$ cat src/rtl/pswc_pkg.sv
package pswc_pkg;

    // special function register addresses
    localparam logic [15:0] RESET_CTRL_ADDR = 16'h0740;
    localparam logic [15:0] PMD1_ADDR       = 16'h0770;
    localparam logic [15:0] PMD2_ADDR       = 16'h0772;

    // configuration word table addresses
    localparam logic [23:0] OSC_CFG_ADDR    = 24'hf80000;
    localparam logic [23:0] WDT_CFG_ADDR    = 24'hf80002;
    localparam logic [23:0] BORPOR_CFG_ADDR = 24'hf80004;
    localparam logic [23:0] SEG_CFG_ADDR    = 24'hf8000a;
    localparam logic [7:0]  CFG_UPPER_FILL  = 8'h00;

    // reset_control_status bit positions
    localparam int RC_POR      = 0;
    localparam int RC_BOR      = 1;
    localparam int RC_IDLE     = 2;
    localparam int RC_SLEEP    = 3;
    localparam int RC_WATCHDOG_TIMEOUT_FLAG     = 4;
    localparam int RC_WATCHDOG_SOFT_ENABLE   = 5;
    localparam int RC_EXTR     = 7;
    localparam int RC_LVL_LSB  = 8;
    localparam int RC_LOW_VOLTAGE_DETECT_ENABLE    = 12;
    localparam int RC_REFERENCE_STABLE_FLAG     = 13;
    localparam logic [15:0] RC_RW_MASK   = 16'hdfff;
    localparam logic [15:0] RC_POR_VALUE = 16'h0003;
    localparam logic [15:0] PMD_RESET    = 16'h0000;

    // configuration fields
    localparam int WDT_FUSE_BIT = 15;
    localparam int FOS_LSB      = 8;

    // oscillator source encodings of current_oscillator_field
    localparam logic [1:0] OSC_SRC_LOW_POWER_RC = 2'h0;
    localparam logic [1:0] OSC_SRC_FAST_RC      = 2'h1;
    localparam logic [1:0] OSC_SRC_LP_CRYSTAL   = 2'h2;
    localparam logic [1:0] OSC_SRC_PRIMARY      = 2'h3;

    // timing
    localparam int          CLK_PERIOD_NS   = 10;
    localparam int          POR_DELAY_US    = 10;
    localparam logic [15:0] POR_DELAY_CYC   =
        16'((POR_DELAY_US * 1000 + CLK_PERIOD_NS - 1) / CLK_PERIOD_NS);
    localparam logic [15:0] OST_CYCLES      = 16'd1024;
    localparam logic [7:0]  WDT_TICK_CYCLES = 8'd100;
    localparam logic [7:0]  WDT_CNT_MAX     = 8'hff;

    typedef enum logic [2:0] {
        ST_RUN      = 3'b000,
        ST_SLEEP    = 3'b001,
        ST_WAKE_POR = 3'b011,
        ST_WAKE_OSC = 3'b010,
        ST_WAKE_CHK = 3'b110,
        ST_IDLE     = 3'b100
    } pswc_state_e;

endpackage

$ cat src/rtl/pswc_top.sv
`timescale 1ns/1ps
module pswc_top #(
    parameter logic [15:0] PWRT_CYCLES = 16'd4000
) (
    // clock and reset
    input  wire logic        clock,
    input  wire logic        srst,
    // nonvolatile configuration cells
    input  wire logic [15:0] cfg_osc_in,
    input  wire logic [15:0] cfg_wdt_in,
    input  wire logic [15:0] cfg_borpor_in,
    input  wire logic [15:0] cfg_seg_in,
    // special function register port
    input  wire logic [15:0] sfr_addr,
    input  wire logic        sfr_wr,
    input  wire logic        sfr_rd,
    input  wire logic [15:0] sfr_wdata,
    output logic      [15:0] sfr_rdata,
    // table read port
    input  wire logic [23:0] tbl_addr,
    input  wire logic        tbl_rd,
    output logic      [23:0] tbl_rdata,
    // core instructions and interrupt
    input  wire logic        instr_watchdog_clear_instr,
    input  wire logic        instr_power_save_instr,
    input  wire logic        power_save_instr_sleep,
    input  wire logic        irq_wake,
    // reset sources
    input  wire logic        bor_rst,
    input  wire logic        mclr_rst,
    // oscillator and analog status
    input  wire logic [1:0]  cur_osc_field,
    input  wire logic        prim_is_crystal,
    input  wire logic        pll_en,
    input  wire logic        pll_lock,
    input  wire logic        lp_kept_on,
    input  wire logic        osc_running,
    input  wire logic        failsafe_en,
    input  wire logic        ref_stable,
    // clock control
    output logic             cpu_clk_en,
    output logic             periph_clk_en,
    output logic             sys_osc_en,
    output logic             low_power_rc_oscillator_en,
    output logic      [1:0]  osc_restart_sel,
    output logic             frc_force_en,
    output logic             clk_fail_trap,
    // core control
    output logic             irq_service,
    output logic             dev_reset,
    // low-voltage detect and peripheral gating
    output logic             lvd_en,
    output logic      [3:0]  lvd_level,
    output logic      [31:0] periph_off
);

    localparam logic [15:0] OSC_WAIT = PWRT_CYCLES + pswc_pkg::OST_CYCLES - 16'd1;

    pswc_pkg::pswc_state_e state_reg;
    pswc_pkg::pswc_state_e state_next;
    logic [15:0] cfg_osc_reg;
    logic [15:0] cfg_wdt_reg;
    logic [15:0] cfg_borpor_reg;
    logic [15:0] cfg_seg_reg;
    logic [15:0] reset_control_status_reg;
    logic [15:0] reset_control_status_next;
    logic [15:0] reset_control_status_set;
    logic [15:0] pmd1_reg;
    logic [15:0] pmd2_reg;
    logic [7:0]  tick_cnt_reg;
    logic [7:0]  wdt_cnt_reg;
    logic [15:0] delay_cnt_reg;
    logic        wake_irq_reg;
    logic        wdt_on;
    logic        wdt_tick;
    logic        wdt_ovf;
    logic        reset_evt;
    logic        any_wake;
    logic        irq_only;
    logic        slow_path;
    logic        svc_now;

    // configuration cells are captured while reset is held
    always_ff @(posedge clock) begin
        if (srst) begin
            cfg_osc_reg    <= cfg_osc_in;
            cfg_wdt_reg    <= cfg_wdt_in;
            cfg_borpor_reg <= cfg_borpor_in;
            cfg_seg_reg    <= cfg_seg_in;
        end
    end

    // watchdog: fuse forces it on, otherwise software bit
    assign wdt_on    = cfg_wdt_reg[pswc_pkg::WDT_FUSE_BIT]
                     | reset_control_status_reg[pswc_pkg::RC_WATCHDOG_SOFT_ENABLE];
    assign wdt_tick  = wdt_on && (tick_cnt_reg == pswc_pkg::WDT_TICK_CYCLES - 8'd1);
    assign wdt_ovf   = wdt_tick && (wdt_cnt_reg == pswc_pkg::WDT_CNT_MAX);
    assign reset_evt = bor_rst | mclr_rst;
    assign any_wake  = reset_evt | wdt_ovf | irq_wake;
    assign irq_only  = irq_wake && !reset_evt && !wdt_ovf;

    // prescale divider standing in for the low-power RC time base
    always_ff @(posedge clock) begin
        if (srst || instr_watchdog_clear_instr || !wdt_on) begin
            tick_cnt_reg <= 8'h00;
        end else if (wdt_tick) begin
            tick_cnt_reg <= 8'h00;
        end else begin
            tick_cnt_reg <= tick_cnt_reg + 8'd1;
        end
    end

    // clear wins over a tick in the same cycle
    always_ff @(posedge clock) begin
        if (srst || instr_watchdog_clear_instr || !wdt_on) begin
            wdt_cnt_reg <= 8'h00;
        end else if (wdt_tick) begin
            wdt_cnt_reg <= wdt_cnt_reg + 8'd1;
        end
    end

    // primary crystal or PLL needs the long path; kept LP crystal does not
    always_comb begin
        slow_path = 1'b0;
        if (cur_osc_field == pswc_pkg::OSC_SRC_PRIMARY) begin
            slow_path = prim_is_crystal | pll_en;
        end else if (cur_osc_field == pswc_pkg::OSC_SRC_LP_CRYSTAL) begin
            slow_path = !lp_kept_on;
        end
    end

    always_comb begin
        state_next = state_reg;
        case (state_reg)
            pswc_pkg::ST_RUN: begin
                if (instr_power_save_instr && !reset_evt && !wdt_ovf) begin
                    state_next = power_save_instr_sleep ? pswc_pkg::ST_SLEEP : pswc_pkg::ST_IDLE;
                end
            end
            pswc_pkg::ST_SLEEP: begin
                if (any_wake) begin
                    state_next = pswc_pkg::ST_WAKE_POR;
                end
            end
            pswc_pkg::ST_IDLE: begin
                if (any_wake) begin
                    state_next = pswc_pkg::ST_RUN;
                end
            end
            pswc_pkg::ST_WAKE_POR: begin
                if (delay_cnt_reg == 16'h0000) begin
                    state_next = slow_path ? pswc_pkg::ST_WAKE_OSC : pswc_pkg::ST_RUN;
                end
            end
            pswc_pkg::ST_WAKE_OSC: begin
                if (delay_cnt_reg == 16'h0000 && (!pll_en || pll_lock)) begin
                    state_next = pswc_pkg::ST_WAKE_CHK;
                end
            end
            pswc_pkg::ST_WAKE_CHK: begin
                if (osc_running || failsafe_en) begin
                    state_next = pswc_pkg::ST_RUN;
                end
            end
            default: begin
                state_next = pswc_pkg::ST_RUN;
            end
        endcase
    end

    always_ff @(posedge clock) begin
        if (srst) begin
            state_reg <= pswc_pkg::ST_RUN;
        end else begin
            state_reg <= state_next;
        end
    end

    // one down-counter serves both delay phases
    always_ff @(posedge clock) begin
        if (srst) begin
            delay_cnt_reg <= 16'h0000;
        end else if (state_reg == pswc_pkg::ST_SLEEP && state_next == pswc_pkg::ST_WAKE_POR) begin
            delay_cnt_reg <= pswc_pkg::POR_DELAY_CYC - 16'd1;
        end else if (state_reg == pswc_pkg::ST_WAKE_POR
                     && state_next == pswc_pkg::ST_WAKE_OSC) begin
            delay_cnt_reg <= OSC_WAIT;
        end else if (delay_cnt_reg != 16'h0000) begin
            delay_cnt_reg <= delay_cnt_reg - 16'd1;
        end
    end

    // a reset during the wake overrides a pending interrupt; a time-out does not
    always_ff @(posedge clock) begin
        if (srst) begin
            wake_irq_reg <= 1'b0;
        end else if (state_reg == pswc_pkg::ST_SLEEP && any_wake) begin
            wake_irq_reg <= irq_only;
        end else if (state_reg != pswc_pkg::ST_SLEEP && reset_evt) begin
            wake_irq_reg <= 1'b0;
        end
    end

    assign svc_now = (state_reg == pswc_pkg::ST_IDLE && irq_only)
                   || (state_reg != pswc_pkg::ST_RUN && state_reg != pswc_pkg::ST_IDLE
                       && state_reg != pswc_pkg::ST_SLEEP
                       && state_next == pswc_pkg::ST_RUN && wake_irq_reg && !reset_evt);

    always_ff @(posedge clock) begin
        if (srst) begin
            irq_service <= 1'b0;
            dev_reset   <= 1'b0;
        end else begin
            irq_service <= svc_now;
            dev_reset   <= wdt_ovf && state_reg != pswc_pkg::ST_SLEEP
                           && state_reg != pswc_pkg::ST_IDLE;
        end
    end

    // clock gates follow the state they will be in; the low-power RC enable follows wdt_on or failsafe_en
    always_ff @(posedge clock) begin
        if (srst) begin
            cpu_clk_en    <= 1'b1;
            periph_clk_en <= 1'b1;
            sys_osc_en    <= 1'b1;
            low_power_rc_oscillator_en       <= 1'b0;
        end else begin
            cpu_clk_en    <= state_next == pswc_pkg::ST_RUN;
            periph_clk_en <= state_next == pswc_pkg::ST_RUN
                             || state_next == pswc_pkg::ST_IDLE;
            sys_osc_en    <= state_next != pswc_pkg::ST_SLEEP;
            low_power_rc_oscillator_en       <= wdt_on | failsafe_en;
        end
    end

    // power-on takes the fuse source; Sleep remembers the running one
    always_ff @(posedge clock) begin
        if (srst) begin
            osc_restart_sel <= cfg_osc_in[pswc_pkg::FOS_LSB +: 2];
        end else if (state_reg == pswc_pkg::ST_RUN && state_next == pswc_pkg::ST_SLEEP) begin
            osc_restart_sel <= cur_osc_field;
        end
    end

    // fast RC stays forced until the next reset
    always_ff @(posedge clock) begin
        if (srst) begin
            clk_fail_trap <= 1'b0;
            frc_force_en  <= 1'b0;
        end else begin
            clk_fail_trap <= state_reg == pswc_pkg::ST_WAKE_CHK && !osc_running
                             && failsafe_en;
            if (state_reg == pswc_pkg::ST_WAKE_CHK && !osc_running && failsafe_en) begin
                frc_force_en <= 1'b1;
            end
        end
    end

    // status bits set by hardware; set beats a software clear
    always_comb begin
        reset_control_status_set = 16'h0000;
        if (wdt_ovf) begin
            reset_control_status_set[pswc_pkg::RC_WATCHDOG_TIMEOUT_FLAG] = 1'b1;
        end
        if (state_reg == pswc_pkg::ST_SLEEP && any_wake) begin
            reset_control_status_set[pswc_pkg::RC_SLEEP] = 1'b1;
        end
        if (state_reg == pswc_pkg::ST_IDLE && any_wake) begin
            reset_control_status_set[pswc_pkg::RC_IDLE] = 1'b1;
        end
        if (mclr_rst) begin
            reset_control_status_set[pswc_pkg::RC_EXTR] = 1'b1;
        end
        if (bor_rst) begin
            reset_control_status_set[pswc_pkg::RC_BOR] = 1'b1;
        end
    end

    always_comb begin
        reset_control_status_next = reset_control_status_reg;
        if (sfr_wr && sfr_addr == pswc_pkg::RESET_CTRL_ADDR) begin
            reset_control_status_next = (sfr_wdata & pswc_pkg::RC_RW_MASK) | (reset_control_status_reg & ~pswc_pkg::RC_RW_MASK);
        end
        reset_control_status_next = reset_control_status_next | reset_control_status_set;
        reset_control_status_next[pswc_pkg::RC_REFERENCE_STABLE_FLAG] = ref_stable;
    end

    always_ff @(posedge clock) begin
        if (srst) begin
            reset_control_status_reg <= pswc_pkg::RC_POR_VALUE;
        end else begin
            reset_control_status_reg <= reset_control_status_next;
        end
    end

    always_ff @(posedge clock) begin
        if (srst) begin
            lvd_en    <= 1'b0;
            lvd_level <= 4'h0;
        end else begin
            lvd_en    <= reset_control_status_reg[pswc_pkg::RC_LOW_VOLTAGE_DETECT_ENABLE];
            lvd_level <= reset_control_status_reg[pswc_pkg::RC_LVL_LSB +: 4];
        end
    end

    // peripheral disable: register, then gate one cycle on
    always_ff @(posedge clock) begin
        if (srst) begin
            pmd1_reg   <= pswc_pkg::PMD_RESET;
            pmd2_reg   <= pswc_pkg::PMD_RESET;
            periph_off <= {pswc_pkg::PMD_RESET, pswc_pkg::PMD_RESET};
        end else begin
            if (sfr_wr && sfr_addr == pswc_pkg::PMD1_ADDR) begin
                pmd1_reg <= sfr_wdata;
            end
            if (sfr_wr && sfr_addr == pswc_pkg::PMD2_ADDR) begin
                pmd2_reg <= sfr_wdata;
            end
            periph_off <= {pmd2_reg, pmd1_reg};
        end
    end

    // read data appears the cycle after the strobe and then holds
    always_ff @(posedge clock) begin
        if (srst) begin
            sfr_rdata <= 16'h0000;
        end else if (sfr_rd) begin
            case (sfr_addr)
                pswc_pkg::RESET_CTRL_ADDR: sfr_rdata <= reset_control_status_reg;
                pswc_pkg::PMD1_ADDR:       sfr_rdata <= pmd1_reg;
                pswc_pkg::PMD2_ADDR:       sfr_rdata <= pmd2_reg;
                default:                   sfr_rdata <= 16'h0000;
            endcase
        end
    end

    always_ff @(posedge clock) begin
        if (srst) begin
            tbl_rdata <= 24'h000000;
        end else if (tbl_rd) begin
            case (tbl_addr)
                pswc_pkg::OSC_CFG_ADDR:    tbl_rdata <= {pswc_pkg::CFG_UPPER_FILL, cfg_osc_reg};
                pswc_pkg::WDT_CFG_ADDR:    tbl_rdata <= {pswc_pkg::CFG_UPPER_FILL, cfg_wdt_reg};
                pswc_pkg::BORPOR_CFG_ADDR: tbl_rdata <= {pswc_pkg::CFG_UPPER_FILL, cfg_borpor_reg};
                pswc_pkg::SEG_CFG_ADDR:    tbl_rdata <= {pswc_pkg::CFG_UPPER_FILL, cfg_seg_reg};
                default:                   tbl_rdata <= 24'h000000;
            endcase
        end
    end
endmodule // pswc_top

$ cat config.mk
export PLATFORM = sky130hd
export DESIGN_NAME = pswc_top
export DESIGN_NICKNAME = d
export VERILOG_FILES = /design/src/rtl/pswc_pkg.sv /design/src/rtl/pswc_top.sv
export SDC_FILE = /design/constraint.sdc
export NUM_CORES = 1
export LEC_CHECK = 0
export ABC_AREA = 1
export BUFFER_PORTS_ARGS = -buffer_cell sky130_fd_sc_hd__buf_2
export CAP_MARGIN = 25
export CELL_PAD_IN_SITES_DETAIL_PLACEMENT = 0
export CELL_PAD_IN_SITES_GLOBAL_PLACEMENT = 1
export CORE_UTILIZATION = 40
export DETAILED_ROUTE_END_ITERATION = 8
export PLACE_DENSITY = 0.85
export SETUP_SLACK_MARGIN = 0.05
export SYNTH_ARGS = -nofsm -noshare
export SYNTH_HDL_FRONTEND = slang
export SYNTH_SLANG_ARGS = --single-unit
$ cat constraint.sdc
create_clock -name clock -period 4.2 [get_ports clock]
set_clock_uncertainty 0.1 [all_clocks]
set_input_delay 0 -clock clock [delete_from_list [all_inputs] [get_ports clock]]
set_output_delay 0 -clock clock [all_outputs]
set_load 0.01 [all_outputs]
# [Word-level counts from Yosys, hierarchy flattened]
# Index checks and enable logic that the tools add are counted.
[classes] addsub=3 eq_ne=23 mux=26 bitwise=8 reduce_logical=50
[op_table] cell="== test 24 bit (second input constant)" count=4
[op_table] cell="case mux 16 bit (4 select lines)" count=1
[op_table] cell="== test 16 x 11 -> 1 bit (second input constant)" count=3
[op_table] cell="case mux 16 bit (3 select lines)" count=1
[op_table] cell="logical AND 1 bit" count=26
[op_table] cell="two-way mux 13 bit" count=2
[op_table] cell="two-way mux 3 bit" count=7
[op_table] cell="case mux 3 bit (6 select lines)" count=1
[op_table] cell="adder 8 x 1 -> 8 bit (second input constant)" count=2
[op_table] cell="logical NOT 16 bit" count=1
[op_table] cell="two-way mux 16 bit" count=1
[op_table] cell="OR 16 x 14 -> 16 bit" count=1
[op_table] cell="OR 16 x 8 -> 16 bit" count=1
[op_table] cell="nonzero test 16 bit" count=1
[op_table] cell="subtractor 16 x 1 -> 16 bit (second input constant)" count=1
[op_table] cell="== test 3 x 2 -> 1 bit (second input constant)" count=4
[op_table] cell="two-way mux 10 bit" count=1
[op_table] cell="== test 3 bit (second input constant)" count=3
[op_table] cell="two-way mux 1 bit" count=9
[op_table] cell="== test 8 x 7 -> 1 bit (second input constant)" count=1
[op_table] cell="== test 8 bit (second input constant)" count=1
[op_table] cell="== test 3 x 1 -> 1 bit (second input constant)" count=2
[op_table] cell="logical NOT 1 bit" count=6
[op_table] cell="logical NOT 3 bit" count=2
[op_table] cell="other kinds (10)" count=28
[word_totals] reg_bits=235 inputBits=140 wordCells=138

# [Longest topological paths before layout]
[depth] ltp_word=12 mapped_depth=13 depth_no_buf=13

# [Least setup slack after synthesis]
# Ideal clock, no wire load.
[synth_path] kind="register -> register" from="register delay_cnt_reg[0]" to="register delay_cnt_reg[14]" setup_time_ps=119 arrival_time_ps=1534 required_ps=3981 path_slack_ps=2447 path_stages_with_launch=13 period_less_slack_ps=1753 cell_sequence="dfxtp_1 > inv_1 > ha_1 > inv_1 > nor2_1 > nand2_1 > nor2_1 > nand2_2 > buf_6 > nand4_1 > nor2_1 > xor2_1 > nor2_1"
[synth_between] elab_chain_len=7 word_cells_on_any_way=12 cone_classes="add/sub (1); eq/ne (2); mux (3); reduce/logical (6)"
[synth_lines] item="start: declaration" line_no="pswc_top.sv:72" source="logic [15:0] delay_cnt_reg;"
[synth_lines] item="start signal: assignment" line_no="pswc_top.sv:184" source="delay_cnt_reg <= pswc_pkg::POR_DELAY_CYC - 16'd1;"
[synth_lines] item="start signal: assignment" line_no="pswc_top.sv:189" source="delay_cnt_reg <= delay_cnt_reg - 16'd1;"
[synth_lines] item="logical NOT 16 bit" line_no="pswc_top.sv:151, pswc_top.sv:156"
[synth_lines] item="logical AND 1 bit" line_no="pswc_top.sv:156" source="if (delay_cnt_reg == 16'h0000 && (!pll_en || pll_lock)) begin"
[synth_lines] item="two-way mux 3 bit" line_no="pswc_top.sv:156"
[synth_lines] item="case mux 3 bit (6 select lines)" line_no="pswc_top.sv:134" source="case (state_reg)"
[synth_lines] item="== test 3 x 2 -> 1 bit (on tied branches)" line_no="pswc_top.sv:183, pswc_top.sv:186"
[synth_lines] item="logical AND 1 bit (on tied branches)" line_no="pswc_top.sv:183, pswc_top.sv:186"
[synth_lines] item="OR reduction 3 bit (no source line)"
# Several ways; a longest one is shown, not always the timed one.
# A chain may end at the register's enable or synchronous reset.

# [Final worst setup path]
[layout_path] from="input sfr_addr[7]" to="register reset_control_status_reg[1]"
[layout_between] elab_chain_len=4
[layout_lines] item="start: declaration" line_no="pswc_top.sv:14" source="input wire logic [15:0] sfr_addr,"
[layout_lines] item="== test 16 x 11 -> 1 bit" line_no="pswc_top.sv:281" source="if (sfr_wr && sfr_addr == pswc_pkg::RESET_CTRL_ADDR) begin"
[layout_lines] item="logical AND 1 bit" line_no="pswc_top.sv:281"
[layout_lines] item="two-way mux 16 bit" line_no="pswc_top.sv:281"
[layout_lines] item="OR 16 x 8 -> 16 bit" line_no="pswc_top.sv:284" source="reset_control_status_next = reset_control_status_next | reset_control_status_set;"
[layout_lines] item="end signal: assignment" line_no="pswc_top.sv:290" source="reset_control_status_reg <= pswc_pkg::RC_POR_VALUE;"
[layout_lines] item="end signal: assignment" line_no="pswc_top.sv:292" source="reset_control_status_reg <= reset_control_status_next;"
[layout_lines] item="end: declaration" line_no="pswc_top.sv:65" source="logic [15:0] reset_control_status_reg;"
# No other way between the ends.

==> flow_metrics.tcl <==
set metrics [dict create \
    placedInstanceArea_mm2 0.01051 \
    worst_ep_arrival_time_ns 3.18 \
    syn_area_mm2 0.009306 \
    detailroute.wirelength.met3_mm 1.540 \
    r2r_setup_slack_ns 2.03 \
    number_of_instances_in_the_placed_design 1519 \
    worst-slew-pin-transition_ns 0.9803 \
    maxClockFrequency_mhz 347.0 \
    cts_htree_levels 1 \
    cts_setup_buffers 0 \
    maxSlewHeadroom 0.3464 \
    track_usage 0.2127 \
    tritoncts_clock_tree "yes" \
    ys_ff_latch 227 \
    grt_overflow_total 0 \
    vdd.ir_drop.worst_v 0.0002221 \
    largest_net_degree_at_the_start_of_global_routing 95 \
    die_area_mm2 0.02388 \
    min_delay_path_depth 7 \
    outcome "finished clean" \
    maximum_cell_stage_delay_along_the_critical_path_ns 0.62 \
    cts-buffers-inserted 25 \
    place.detailed.hpwl_mm 17.03 \
    cp_data_required_time_ns 4.50 \
    fin_tns_setup_ns 0 \
    post_route_cells_drive_above_1_share 0.2228 \
    finalPower_mw 5.264 \
    cts_buffer_depth 3 \
    postRouteAntennaNets 0 \
    startpoint_class "primary input" \
    postLayoutCoreUtil 0.5468 \
    regMostFlops "periph_off" \
    fin_crit_sh 0.6861 \
    detailed_routed_wire_length_on_met2_mm 11.49 \
    min_delay_worst_endpoint "delay_cnt_reg[3]$_SDFFE_PP0P_" \
    instances_no_fill 1672 \
    synthCells 1060 \
    grt_antenna_before_repair 0 \
    dp_slack_ns 2.111 \
    worstRegToRegCells 8 \
    metal_1_wl_mm 11.36 \
    setup_violations 0 \
    whs_ns 0.03682 \
    critical_path.most_common_cell "dlygate4sd3_1" \
    floorplan.initialDensity 0.4098 \
    layout_commonest_cell "buf_2" \
    gpl.final_weighted_congestion 0.8501 \
    p_per_area_mw_per_mm2 424.0 \
    worstHoldPathType "primary input to flop" \
    postCtsResizedCells 0 \
    num_rows 55 \
    flow.area_growth_from_synthesis_pct 33.42 \
    fp.dieW_um 154.5 \
    largest_register_ffs 32 \
    max-cap-violations 0 \
    post_synthesis_sequential_area_ratio 0.5593 \
    drt-initial-drc-count 548 \
    timing.final.max_slew_violations 0 \
    clk_sinks 227 \
    syn-mean-instance-area_um2 8.780 \
    ctsHoldBuffers 108 \
    yosys_warnings 0 \
    clkSlewWorstSetupHoldPaths_ns 0.06 \
    period_needed_ns 2.882 \
    design.final.nets 1513 \
    num_antenna_cells 0 \
    grt_pass1_vias 7991 \
    worstReg2RegEnd "reset_control_status_reg[2]$_SDFF_PP0_" \
    die_y_um 154.5 \
    layout.cells.most_common_list "buf_2 (217), nand2_1 (207), dfxtp_1 (161)" \
    worstPathCellList "dlygate4sd3_1 > buf_2 > nor2_2 > nand2_1 > nor2_1 > and2_1 > nand2_2 > a21oi_1 > dlygate4sd3_1 > nand2_1 > dlygate4sd3_1" \
    root_buffer "clkbuf_16" \
    grt_first_pass_wirelength_mm 40.57 \
    worstReg2RegStart "tick_cnt_reg[0]$_SDFF_PP0_" \
    critPathMaxFanout 20 \
    clock_insertion_delay_worst_skew_ns 0.51 \
    floorplan.io_pins 227 \
    grt_setup_unrepaired "no" \
    viasPerCell 4.911 \
    total_leakage_power_nw 5.112 \
    via_count 8211 \
    route.top_layer_used "met4" \
    route.detailed.wl_per_inst_um 15.00 \
    path_class "primary input to flop" \
    stdcell_area_mm2 0.01242 \
    firstDrtPassIters 5 \
    layout_setup_ws_ns 1.318 \
    totalWireLength_mm 25.08 \
    setup.worst_path.end_class "flop" \
    hold_viol_final 0 \
    buffer_ports.inserted 218 \
    synthDistinctLibCells 44 \
    design.core.area_mm2 0.02271 \
    crit_path_slowest_cell "and2_1" \
    min-delay-start "prim_is_crystal" \
    drt_drc_violations_left 0 \
]
-- where the power goes --
group	leakage, nW	switching [mW]	total [mW]	internal, mW
Sequential	1.95	0.0697	2.43	2.36
Combinational	2.75	0.377	0.667	0.290
Clock	0.415	0.868	2.16	1.30
-- how the worst max path moves through the flow --
stage,from,end,slack (ns),cells after the start
CTS,sfr_addr[7],reset_control_status_reg[1]$_SDFF_PP1_,1.33,11
floorplan,delay_cnt_reg[0]$_SDFFE_PP0P_,delay_cnt_reg[14]$_SDFFE_PP0P_,2.45,12
finish,sfr_addr[7],reset_control_status_reg[1]$_SDFF_PP1_,1.32,11
global placement,sfr_addr[3],reset_control_status_reg[7]$_SDFF_PP0_,2.15,10
global route,sfr_addr[7],reset_control_status_reg[1]$_SDFF_PP1_,1.14,11
detailed placement,sfr_addr[3],reset_control_status_reg[7]$_SDFF_PP0_,2.11,10
-- cells by family after synthesis --
| kind of cell | synth area share |
|---|---|
| and+or+nand+nor | 0.2534 |
| DFF | 0.5593 |
| buffers and inverters | 0.07717 |
| AOI/OAI and AO/OA | 0.09021 |
| xor gates and xnor gates | 0.01412 |
| adders and majority gates | 0.005378 |
| other | 0.0004029 |
-- critical path, delay by kind of cell --
family / cells / cell delay [ns]
buffers and inverters: 4 / 1.76
AO/OA/AOI/OAI: 1 / 0.18
AND/OR/NAND/NOR: 6 / 1.23
-- cell type report --
class | instances | area [µm²]
clock inverters | 11 | 88.84
multi-input cells | 679 | 3415
inverters | 105 | 394.1
well taps | 285 | 356.6
clock buffers | 34 | 742.0
flip-flops and latches | 227 | 5205
fillers | 2095 | 10290
repair buffers | 331 | 2216
-- synthesized netlist by cell type --
master / number / share of area
nand4_1: 92 / 0.062
buf_4: 12 / 0.0097
nand2_2: 7 / 0.0047
o21ai_2: 1 / 0.00094
and2_1: 1 / 0.00067
xor2_1: 12 / 0.011
dfxtp_1: 161 / 0.35
o21ai_0: 34 / 0.018
o21ai_1: 5 / 0.0027
a211oi_1: 1 / 0.00081
a21oi_1: 91 / 0.049
edfxtp_1: 66 / 0.21
nor3b_1: 4 / 0.0032
nand2_4: 1 / 0.0012
nor2_4: 4 / 0.0048
buf_6: 5 / 0.0060
inv_2: 4 / 0.0016
buf_1: 1 / 0.00040
inv_1: 100 / 0.040
nor4_1: 4 / 0.0027
nand2_1: 207 / 0.083
a31oi_1: 2 / 0.0013
buf_2: 17 / 0.0091
ha_1: 4 / 0.0054
a21o_1: 1 / 0.00081
nor2_1: 115 / 0.046
nand3_4: 1 / 0.0019
clkbuf_1: 20 / 0.0081
nor3_4: 3 / 0.0052
nor3_2: 1 / 0.0011
clkbuf_8: 1 / 0.0015
conb_1: 1 / 0.00040
a21oi_2: 2 / 0.0019
xnor2_1: 3 / 0.0028
o211ai_1: 17 / 0.014
nand4_4: 1 / 0.0023
nand3_2: 3 / 0.0032
nand3_1: 34 / 0.018
o21bai_1: 1 / 0.00081
clkinv_1: 1 / 0.00040
nor3_1: 4 / 0.0022
nand3b_1: 1 / 0.00081
nor2_2: 12 / 0.0081
or2_2: 2 / 0.0013
-- per-layer routing --
layer / vias to the layer above / global-route usage
met5: - / 0
met4: 0 / 0.07261
met3: 48 / 0.03390
met2: 256 / 0.3473
met1: 3748 / 0.2865
li1: 4159 / -
Power figures use the tool's default switching activity.
